==> config.mk <==
export PLATFORM = sky130hd
export DESIGN_NAME = pbf_pin_function_select
export DESIGN_NICKNAME = d
export VERILOG_FILES = /design/src/pbf_pkg.sv /design/src/pbf_pin_function_select.sv
export SDC_FILE = /design/constraint.sdc
export NUM_CORES = 1
export LEC_CHECK = 0
export BUFFER_PORTS_ARGS = -buffer_cell sky130_fd_sc_hd__buf_2
export CAP_MARGIN = 0
export CORE_UTILIZATION = 30
export DETAILED_ROUTE_END_ITERATION = 16
export HOLD_SLACK_MARGIN = 0.02
export REMOVE_ABC_BUFFERS = 1
export SLEW_MARGIN = 20
export SYNTH_ARGS = -nofsm -noshare
export SYNTH_HDL_FRONTEND = slang
export SYNTH_SLANG_ARGS = --single-unit
==> constraint.sdc <==
create_clock -name aclk -period 2.1 [get_ports aclk]
set_input_delay 0.315 -clock aclk [delete_from_list [all_inputs] [get_ports aclk]]
set_output_delay 0.315 -clock aclk [all_outputs]
set_load 0.005 [all_outputs]
==> src/pbf_pkg.sv <==
// Purpose: Shared constants and types for the port B upper pin function select block.
// Assumes: AXI4-Lite register access with 32-bit data, one aligned word per register.
// Notes: Each pin field is two bits wide and sits at bit 2*pin of the control register.
package pbf_pkg;

	// Register bus geometry.
	localparam int ADDR_W = 4;
	localparam int DATA_W = 32;
	localparam int STRB_W = 4;

	// Register byte offsets.
	localparam logic [3:0] OFS_CTRL = 4'h0;
	localparam logic [3:0] OFS_STATUS = 4'h4;

	// Control register geometry and reset value.
	localparam int CTRL_W = 16;
	localparam logic [15:0] CTRL_RESET = 16'h0000;
	localparam int FIELD_W = 2;
	localparam int PIN_LO = 2;
	localparam int PIN_HI = 7;
	localparam int NUM_PINS = 6;

	// Status register layout.
	localparam int STAT_RSVD_BIT = 16;

	// Pin function codes.
	localparam logic [1:0] CODE_GPIO = 2'h0;
	localparam logic [1:0] CODE_ALT1 = 2'h1;
	localparam logic [1:0] CODE_ALT2 = 2'h2;
	localparam logic [1:0] CODE_PATTERN = 2'h3;

	// AXI response codes.
	localparam logic [1:0] RESP_OKAY = 2'h0;
	localparam logic [1:0] RESP_SLVERR = 2'h2;

	// Pad multiplexer select for one pin, exactly one bit high.
	typedef struct packed {
		logic gpio;
		logic timer_clock;
		logic timer_compare;
		logic pattern;
	} pbf_pin_sel_s;

	// Write channel states.
	typedef enum logic [3:0] {
		WR_IDLE = 4'h1,
		WR_ADDR = 4'h2,
		WR_DATA = 4'h4,
		WR_RESP = 4'h8
	} pbf_wr_state_e;

	// Read channel states.
	typedef enum logic [1:0] {
		RD_IDLE = 2'h1,
		RD_RESP = 2'h2
	} pbf_rd_state_e;

endpackage

==> src/pbf_pin_function_select.sv <==
// Purpose: Port B pins 7 to 2 function select register and pad multiplexer decode.
// Assumes: Single 10 MHz clock, synchronous active-low reset, AXI4-Lite slave access.
// Notes: Bits 3:0 (pins 1 and 0) are stored and read back but not decoded here.
`timescale 1ns/1ps
module pbf_pin_function_select
	import pbf_pkg::*;
(
	// Clock and reset.
	input wire logic aclk,
	input wire logic aresetn,
	// AXI4-Lite write address channel.
	input wire logic [ADDR_W-1:0] s_axi_awaddr,
	input wire logic [2:0] s_axi_awprot,
	input wire logic s_axi_awvalid,
	output logic s_axi_awready,
	// AXI4-Lite write data channel.
	input wire logic [DATA_W-1:0] s_axi_wdata,
	input wire logic [STRB_W-1:0] s_axi_wstrb,
	input wire logic s_axi_wvalid,
	output logic s_axi_wready,
	// AXI4-Lite write response channel.
	output logic [1:0] s_axi_bresp,
	output logic s_axi_bvalid,
	input wire logic s_axi_bready,
	// AXI4-Lite read address channel.
	input wire logic [ADDR_W-1:0] s_axi_araddr,
	input wire logic [2:0] s_axi_arprot,
	input wire logic s_axi_arvalid,
	output logic s_axi_arready,
	// AXI4-Lite read data channel.
	output logic [DATA_W-1:0] s_axi_rdata,
	output logic [1:0] s_axi_rresp,
	output logic s_axi_rvalid,
	input wire logic s_axi_rready,
	// Pad multiplexer selects, one struct per pin 7 down to 2.
	output pbf_pin_sel_s [PIN_HI:PIN_LO] pin_sel,
	// Raw control register value for the rest of the port logic.
	output logic [CTRL_W-1:0] port_b_high_pin_function_control
);

	// Reduces a field code to the code actually applied to the pad.
	function automatic logic [1:0] eff_code(input int pin, input logic [1:0] code);
		logic [1:0] res;
		res = code;
		if (pin <= 5 && code == CODE_ALT1) begin
			res = CODE_GPIO;
		end
		return res;
	endfunction

	// Turns an applied code into a one-hot pad select.
	function automatic pbf_pin_sel_s decode(input logic [1:0] code);
		pbf_pin_sel_s s;
		s = '0;
		unique case (code)
			CODE_GPIO: begin
				s.gpio = 1'b1;
			end
			CODE_ALT1: begin
				s.timer_clock = 1'b1;
			end
			CODE_ALT2: begin
				s.timer_compare = 1'b1;
			end
			CODE_PATTERN: begin
				s.pattern = 1'b1;
			end
		endcase
		return s;
	endfunction

	// Register and channel state.
	logic [CTRL_W-1:0] ctrl_q, ctrl_d;
	pbf_wr_state_e wr_q, wr_d;
	logic [ADDR_W-1:0] waddr_q, waddr_d;
	logic [DATA_W-1:0] wdata_q, wdata_d;
	logic [STRB_W-1:0] wstrb_q, wstrb_d;
	logic [1:0] bresp_q, bresp_d;
	pbf_rd_state_e rd_q, rd_d;
	logic [DATA_W-1:0] rdata_q, rdata_d;
	logic [1:0] rresp_q, rresp_d;
	pbf_pin_sel_s [PIN_HI:PIN_LO] sel_q, sel_d;
	logic [2*NUM_PINS-1:0] applied;
	logic rsvd_present;

	// Handshake readies follow the channel states directly.
	assign s_axi_awready = (wr_q == WR_IDLE) || (wr_q == WR_DATA);
	assign s_axi_wready = (wr_q == WR_IDLE) || (wr_q == WR_ADDR);
	assign s_axi_bvalid = (wr_q == WR_RESP);
	assign s_axi_bresp = bresp_q;
	assign s_axi_arready = (rd_q == RD_IDLE);
	assign s_axi_rvalid = (rd_q == RD_RESP);
	assign s_axi_rdata = rdata_q;
	assign s_axi_rresp = rresp_q;
	assign pin_sel = sel_q;
	assign port_b_high_pin_function_control = ctrl_q;

	// Applied code of every decoded pin, pin 2 in the low two bits.
	always_comb begin
		applied = '0;
		rsvd_present = 1'b0;
		for (int p = PIN_LO; p <= PIN_HI; p++) begin
			applied[(p-PIN_LO)*FIELD_W +: FIELD_W] = eff_code(p, ctrl_q[p*FIELD_W +: FIELD_W]);
			if (applied[(p-PIN_LO)*FIELD_W +: FIELD_W] != ctrl_q[p*FIELD_W +: FIELD_W]) begin
				rsvd_present = 1'b1;
			end
		end
	end

	// Pad selects per pin; code 01 on pins 5 to 2 falls back to gpio.
	always_comb begin
		sel_d[7] = decode(applied[11:10]);
		sel_d[6] = decode(applied[9:8]);
		sel_d[5] = decode(applied[7:6]);
		sel_d[4] = decode(applied[5:4]);
		sel_d[3] = decode(applied[3:2]);
		sel_d[2] = decode(applied[1:0]);
	end

	// Write channel: address and data taken in either order, then one response.
	always_comb begin
		logic aw_hs;
		logic w_hs;
		logic commit;
		logic [ADDR_W-1:0] a;
		logic [DATA_W-1:0] d;
		logic [STRB_W-1:0] st;
		aw_hs = s_axi_awvalid && s_axi_awready;
		w_hs = s_axi_wvalid && s_axi_wready;
		wr_d = wr_q;
		waddr_d = waddr_q;
		wdata_d = wdata_q;
		wstrb_d = wstrb_q;
		bresp_d = bresp_q;
		ctrl_d = ctrl_q;
		commit = 1'b0;
		a = aw_hs ? s_axi_awaddr : waddr_q;
		d = w_hs ? s_axi_wdata : wdata_q;
		st = w_hs ? s_axi_wstrb : wstrb_q;
		unique case (wr_q)
			WR_IDLE: begin
				if (aw_hs && w_hs) begin
					commit = 1'b1;
				end else if (aw_hs) begin
					waddr_d = s_axi_awaddr;
					wr_d = WR_ADDR;
				end else if (w_hs) begin
					wdata_d = s_axi_wdata;
					wstrb_d = s_axi_wstrb;
					wr_d = WR_DATA;
				end
			end
			WR_ADDR: begin
				commit = w_hs;
			end
			WR_DATA: begin
				commit = aw_hs;
			end
			WR_RESP: begin
				if (s_axi_bready) begin
					wr_d = WR_IDLE;
				end
			end
		endcase
		if (commit) begin
			wr_d = WR_RESP;
			bresp_d = RESP_OKAY;
			if (a == OFS_CTRL) begin
				if (st[0]) begin
					ctrl_d[7:0] = d[7:0];
				end
				if (st[1]) begin
					ctrl_d[15:8] = d[15:8];
				end
			end else if (a != OFS_STATUS) begin
				bresp_d = RESP_SLVERR;
			end
		end
	end

	// Read channel: one-cycle answer from the decoded register file.
	always_comb begin
		rd_d = rd_q;
		rdata_d = rdata_q;
		rresp_d = rresp_q;
		unique case (rd_q)
			RD_IDLE: begin
				if (s_axi_arvalid) begin
					rd_d = RD_RESP;
					rdata_d = '0;
					rresp_d = RESP_OKAY;
					if (s_axi_araddr == OFS_CTRL) begin
						rdata_d[CTRL_W-1:0] = ctrl_q;
					end else if (s_axi_araddr == OFS_STATUS) begin
						rdata_d[2*NUM_PINS-1:0] = applied;
						rdata_d[STAT_RSVD_BIT] = rsvd_present;
					end else begin
						rresp_d = RESP_SLVERR;
					end
				end
			end
			RD_RESP: begin
				if (s_axi_rready) begin
					rd_d = RD_IDLE;
				end
			end
		endcase
	end

	// State registers with synchronous reset; every pin resets to gpio.
	always_ff @(posedge aclk) begin
		if (!aresetn) begin
			ctrl_q <= CTRL_RESET;
			wr_q <= WR_IDLE;
			waddr_q <= '0;
			wdata_q <= '0;
			wstrb_q <= '0;
			bresp_q <= RESP_OKAY;
			rd_q <= RD_IDLE;
			rdata_q <= '0;
			rresp_q <= RESP_OKAY;
			for (int p = PIN_LO; p <= PIN_HI; p++) begin
				sel_q[p] <= decode(CODE_GPIO);
			end
		end else begin
			ctrl_q <= ctrl_d;
			wr_q <= wr_d;
			waddr_q <= waddr_d;
			wdata_q <= wdata_d;
			wstrb_q <= wstrb_d;
			bresp_q <= bresp_d;
			rd_q <= rd_d;
			rdata_q <= rdata_d;
			rresp_q <= rresp_d;
			sel_q <= sel_d;
		end
	end

endmodule

=== After elaboration in Yosys (flattened, before gate mapping) ===
Index checks and enable logic that the tools add are counted.

* Bitwise operators: 3
* Reductions and logical operators: 24
* Multiplexer cells: 55
* Eq/ne operators: 42

{| class="wikitable"
|+ Operators with widths
! operator !! count
|-
| two-way mux 1 bit || 31
|-
| two-way mux 4 bit || 7
|-
| equality test 2 bit, second input constant || 13
|-
| two-way mux 12 bit || 2
|-
| equality test 2 x 1 -> 1 bit, second input constant || 11
|-
| two-way mux 2 bit || 11
|-
| two-way mux 16 bit || 1
|-
| logical NOT 2 bit || 6
|-
| AND reduction 3 bit || 3
|-
| equality test 4 x 3 -> 1 bit, second input constant || 2
|-
| logical NOT 4 bit || 2
|-
| != test 2 bit || 4
|-
| case mux 4 bit (2 select lines) || 1
|-
| AND reduction 4 bit || 2
|-
| != test 3 x 1 -> 1 bit, second input constant || 2
|-
| AND reduction 2 bit || 3
|-
| equality test 4 x 1 -> 1 bit, second input constant || 1
|-
| equality test 4 x 2 -> 1 bit, second input constant || 1
|-
| equality test 4 bit, second input constant || 1
|-
| != test 2 x 1 -> 1 bit, second input constant || 2
|-
| != test 2 bit, second input constant || 2
|-
| != test 4 x 1 -> 1 bit, second input constant || 1
|-
| != test 4 x 3 -> 1 bit, second input constant || 1
|-
| case mux 2 bit (2 select lines) || 1
|-
| 8 further kinds || 13
|}

* Output and inout bits: 81
* Logic and storage cells: 159
* Bits in registers: 89
* Bits of input ports: 57

=== Logic depth before layout (Yosys ltp) ===
* Word-level depth: 9
* Gate-level depth with buffers: 8
* Mapped depth without buffers: 5

=== Worst setup path before layout ===
Ideal clock, no wire load.

* Path type: register to register
* Start: register wr_q[3]
* End: register ctrl_q[8], in the netlist port_b_high_pin_function_control[8]
* Arrival time: 1.998 ns
* Clock period less this slack: 2.117 ns
* Slack: -0.017 ns
* Stages on the path, launching flop included: 8
* Setup time: 0.119 ns
* Data required time: 1.981 ns
* Cells stage by stage: dfxtp_1 > buf_6 > or3b_4 > or4b_1 > a211o_1 > buf_6 > buf_6 > o221a_1

* Longest elaborated chain between the ends: 7

{| class="wikitable"
|+ Ends and longest elaborated chain
! what !! RTL line !! source
|-
| start: declaration || pbf_pin_function_select.sv:74 || <nowiki>pbf_wr_state_e wr_q, wr_d;</nowiki>
|-
| start signal: assignment || pbf_pin_function_select.sv:227 || <nowiki>wr_q <= wr_d;</nowiki>
|-
| equality test 4 x 1 -> 1 bit, or another cell as far along || pbf_pin_function_select.sv:87, pbf_pin_function_select.sv:88, pbf_pin_function_select.sv:140 ||
|-
| logical OR 1 bit, on equally long branches || pbf_pin_function_select.sv:87, pbf_pin_function_select.sv:88 ||
|-
| logical AND 1 bit, on equally long branches || pbf_pin_function_select.sv:128, pbf_pin_function_select.sv:129 ||
|-
| logical AND 1 bit || pbf_pin_function_select.sv:142 || <nowiki>if (aw_hs && w_hs) begin</nowiki>
|-
| two-way mux 1 bit || pbf_pin_function_select.sv:142 ||
|-
| case mux 1 bit (3 select lines) || pbf_pin_function_select.sv:140 || <nowiki>unique case (wr_q)</nowiki>
|-
| AND reduction 3 bit (no line) || - ||
|-
| end signal: assignment || pbf_pin_function_select.sv:226 || <nowiki>ctrl_q <= ctrl_d;</nowiki>
|-
| end: declaration || pbf_pin_function_select.sv:73 || <nowiki>logic [CTRL_W-1:0] ctrl_q, ctrl_d;</nowiki>
|}

Parallel ways exist; a longest one is shown, timed or not.
A chain may end at the register's enable or synchronous reset.

=== Final worst setup path ===
* Start: register wr_q[3]
* End: register ctrl_q[4], in the netlist port_b_high_pin_function_control[4]

Same word-level chain as after synthesis.

==> summary.md <==
| Metric | Value |
|---|---|
| Max Root-Sink Buffers | 2 |
| Initial antenna violation count | 2 |
| Reg2reg path depth | 6 |
| Logic pwr share | 0.139 |
| Final wirelength | approximately 8300 um |
| Internal power | ~0.0031 W |
| Post-CTS Setup Bufs | 0 |
| Yosys top cell by area | dfxtp_1 |
| Period minus WS final | 2.07 ns |
| CTS Buf Count | 9 |
| Post-synthesis cell count | 378 |
| Sw frac | 0.240 |
| Drt wl/cell | roughly 13 um |
| Commonest non-fill, non-tap cell in the layout | buf_2 |
| Clock skew | approximately 0.006 ns |
| Fraction of layout cells with a size suffix above 1 | 0.297 |
| Worst-path clk slew | ~0.06 ns |
| Clock latency on the worst-skew pair | 0.34 ns |
| Total power | roughly 0.004 W |
| Die height | about 110 um |
| Final setup vio count | 0 |
| H-tree Lvls | 3 |
| Leakage Power | approximately 2.2 nW |
| Tot GR Track Use | 0.131 |
| End of the worst hold path | waddr_q[2] |
| Hold_buf cts | 0 |
| Final Instance Area | 0.00469 mm2 |
| Die width | approximately 110 um |
| Post-synth top flop | dfxtp_1 |
| CTS root buf | clkbuf_16 |
| Post-DP HPWL | ~5900 um |
| Via count | ~2900 |
| Residual DRC count | 0 |
| Worst Path Class, Setup | flip-flop to flip-flop |
| Final Util | 0.390 |
| Cell area after synthesis | between 0.003 and 0.004 mm2 |
| Crit path capture type | flip-flop |
| DIE AREA | 0.0128 mm2 |
| First-pass GRT wire length | roughly 13000 um |
| Top-area cell type share of the netlist area | 0.471 |
| EDFF count, synth | 0 |
| DR vias/cell | around 4.6 |
| CTS tree | yes |
| Cell Pwr Density | approximately 870 mW/mm2 |
| Status | finished clean |
| FF-to-FF End | port_b_high_pin_function_control[4] |
| FMAX | approximately 480 MHz |
| DRT iter0 DRCs | 153 |
| Ranking of synthesized cells by area | dfxtp_1, nor2b_1, mux2i_1 |
| Final hold violations | 0 |
| Sequential area share after synthesis | 0.471 |
| R2R Setup Slk | between 0.03 and 0.04 ns |
| Syn_area_per_cell | 9.79 um2 |
| Nets | between 500 and 600 |
| Crit-path max FO | 18 |
| Max Slew Vio Count | 0 |
| Sink Count | 87 |
| Core area | 0.0120 mm2 |
| Critical path data required time | between 2 and 2.5 ns |
| RePlAce Congestion | around 0.76 |
| Area after DPL | approximately 0.0044 mm2 |
| Ports | roughly 140 |
| Hold depth | 3 |
| Port Buffer Count | between 90 and 100 |
| RSZ-0062 raised after global routing | true |
| Net Sw Power | about 0.001 W |
| Overflow after GRT | 0 |
| Crit start category | flip-flop |
| RR Startpoint | wr_q[3] |
| Worst EP arrival | ~2.4 ns |
| Share of power burned in registers | 0.433 |
| Pre-antenna DRT Iters | 4 |
| Tcrit/Tclk final | 0.985 |
| Max VDD drop | between 0.0003 and 0.0004 V |
| Number of max-cap violations | 0 |
| Hold_sp | s_axi_awaddr[2] |
| Synth cell types | 42 |
| FF+latch count, synth | 87 |
| Ys Warns | 0 |
| Worst hold path class | input port to flip-flop |
| Vias in the first global route | 2521 |
| Core Rows | 40 |
| Largest net degree at the start of global routing | 74 |
| Initial core utilization | 0.308 |
| Area Overhead vs Synth | 26.7% |
| Routed Antenna Nets | 0 |
| Clock Power Share | 0.429 |
| # resized after CTS | 0 |
| Most frequent cells in the layout | buf_2, dfxtp_1, nor2b_1, inv_1, mux2i_1 |
| Post-synth ARST share | 0 |
## cells by family after synthesis
kind of cell,count (synthesis),share of synthesized area
buffers and inverters,70,0.0960
DFF,87,0.471
and+or+nand+nor,112,0.190
other,1,0.00101
muxes,30,0.0832
xor gates and xnor gates,3,0.00710
AOI/OAI and AO/OA,75,0.152
## worst max path at each step
stage | from | end | slack, ns
final | wr_q[3] | port_b_high_pin_function_control[4] | 0.03
after global routing | wr_q[3] | port_b_high_pin_function_control[5] | -0.04
after CTS | wr_q[3] | port_b_high_pin_function_control[4] | 0.02
after detailed placement | s_axi_awvalid | port_b_high_pin_function_control[4] | -0.06
after global placement | s_axi_awvalid | port_b_high_pin_function_control[6] | -0.04
after floorplan | wr_q[0] | port_b_high_pin_function_control[6] | -1.0
## final cells by class
| cell class | count | area [um2] |
|---|---|---|
| Timing Repair Buffer | 111 | 631 |
| Clock buffer | 12 | 267 |
| Clock inverter | 3 | 65.1 |
| Multi-Input combinational cell | 241 | 1690 |
| Sequential cell | 87 | 1740 |
| Inverter | 28 | 105 |
| Fill cell | 1187 | 7320 |
| Antenna cell | 1 | 2.50 |
| Tap cell | 147 | 184 |
## critical path: stages (launching register included)
cell	delay [ns]
dfxtp_1	0.31
or3b_4	0.39
or4b_1	0.47
a211o_1	0.31
buf_12	0.17
nor2_8	0.16
o221a_1	0.19
## state kept, by name, summed over array words and instances (netlist names)
register and count:
waddr_q 4, s_axi_bresp 1, wdata_q 16, wr_q 4, port_b_high_pin_function_control 16, rd_q 2
wstrb_q 2, s_axi_rdata 17, pin_sel 24, s_axi_rresp 1
## stage by stage
stage / cells / hold slack [ns] / setup WS [ns] / TNS (ns)
detailed placement: 614 / 0.465 / -0.0624 / -0.825
global placement: 614 / 0.462 / -0.0410 / -0.582
finish: 630 / 0.251 / 0.0309 / 0
global route: 629 / 0.256 / -0.0357 / -0.356
CTS: 629 / 0.240 / 0.0205 / 0
floorplan: 356 / 0.386 / -0.995 / -19.56
## routing by layer
layer	vias up	GRT usage	routed length [um]	part of all wire
li1	1485	-	-	-
met1	1334	0.168	4030	0.48
met2	85	0.200	3590	0.43
met3	11	0.0407	561	0.067
met4	0	0.0605	144	0.017
met5	-	0	0	0
## power groups by stage
stage	clock [W]	combinational [W]	sequential, W
after floorplan	0	0.000313	0.00181
after global placement	0	0.000557	0.00180
after detailed placement	0	0.000570	0.00181
after CTS	0.00181	0.000572	0.00177
after global routing	0.00188	0.000624	0.00178
final	0.00175	0.000567	0.00177
## cells in the mapped netlist (2+ instances only)
cell	instances
a21boi_0	2
a21oi_1	5
a22oi_1	16
a31oi_1	16
and3_1	3
buf_2	5
buf_4	17
buf_6	3
clkbuf_1	17
dfxtp_1	87
inv_1	28
mux2_2	6
mux2i_1	24
nand2_1	13
nand3_1	5
nand3b_1	3
nor2_1	15
nor2_8	2
nor2b_1	40
nor3_1	3
nor3b_1	16
nor4_1	3
nor4bb_1	3
o21ai_0	12
o221a_1	10
o221a_2	6
o22ai_1	2
xnor2_1	2
(Power assumes the default switching activity.)
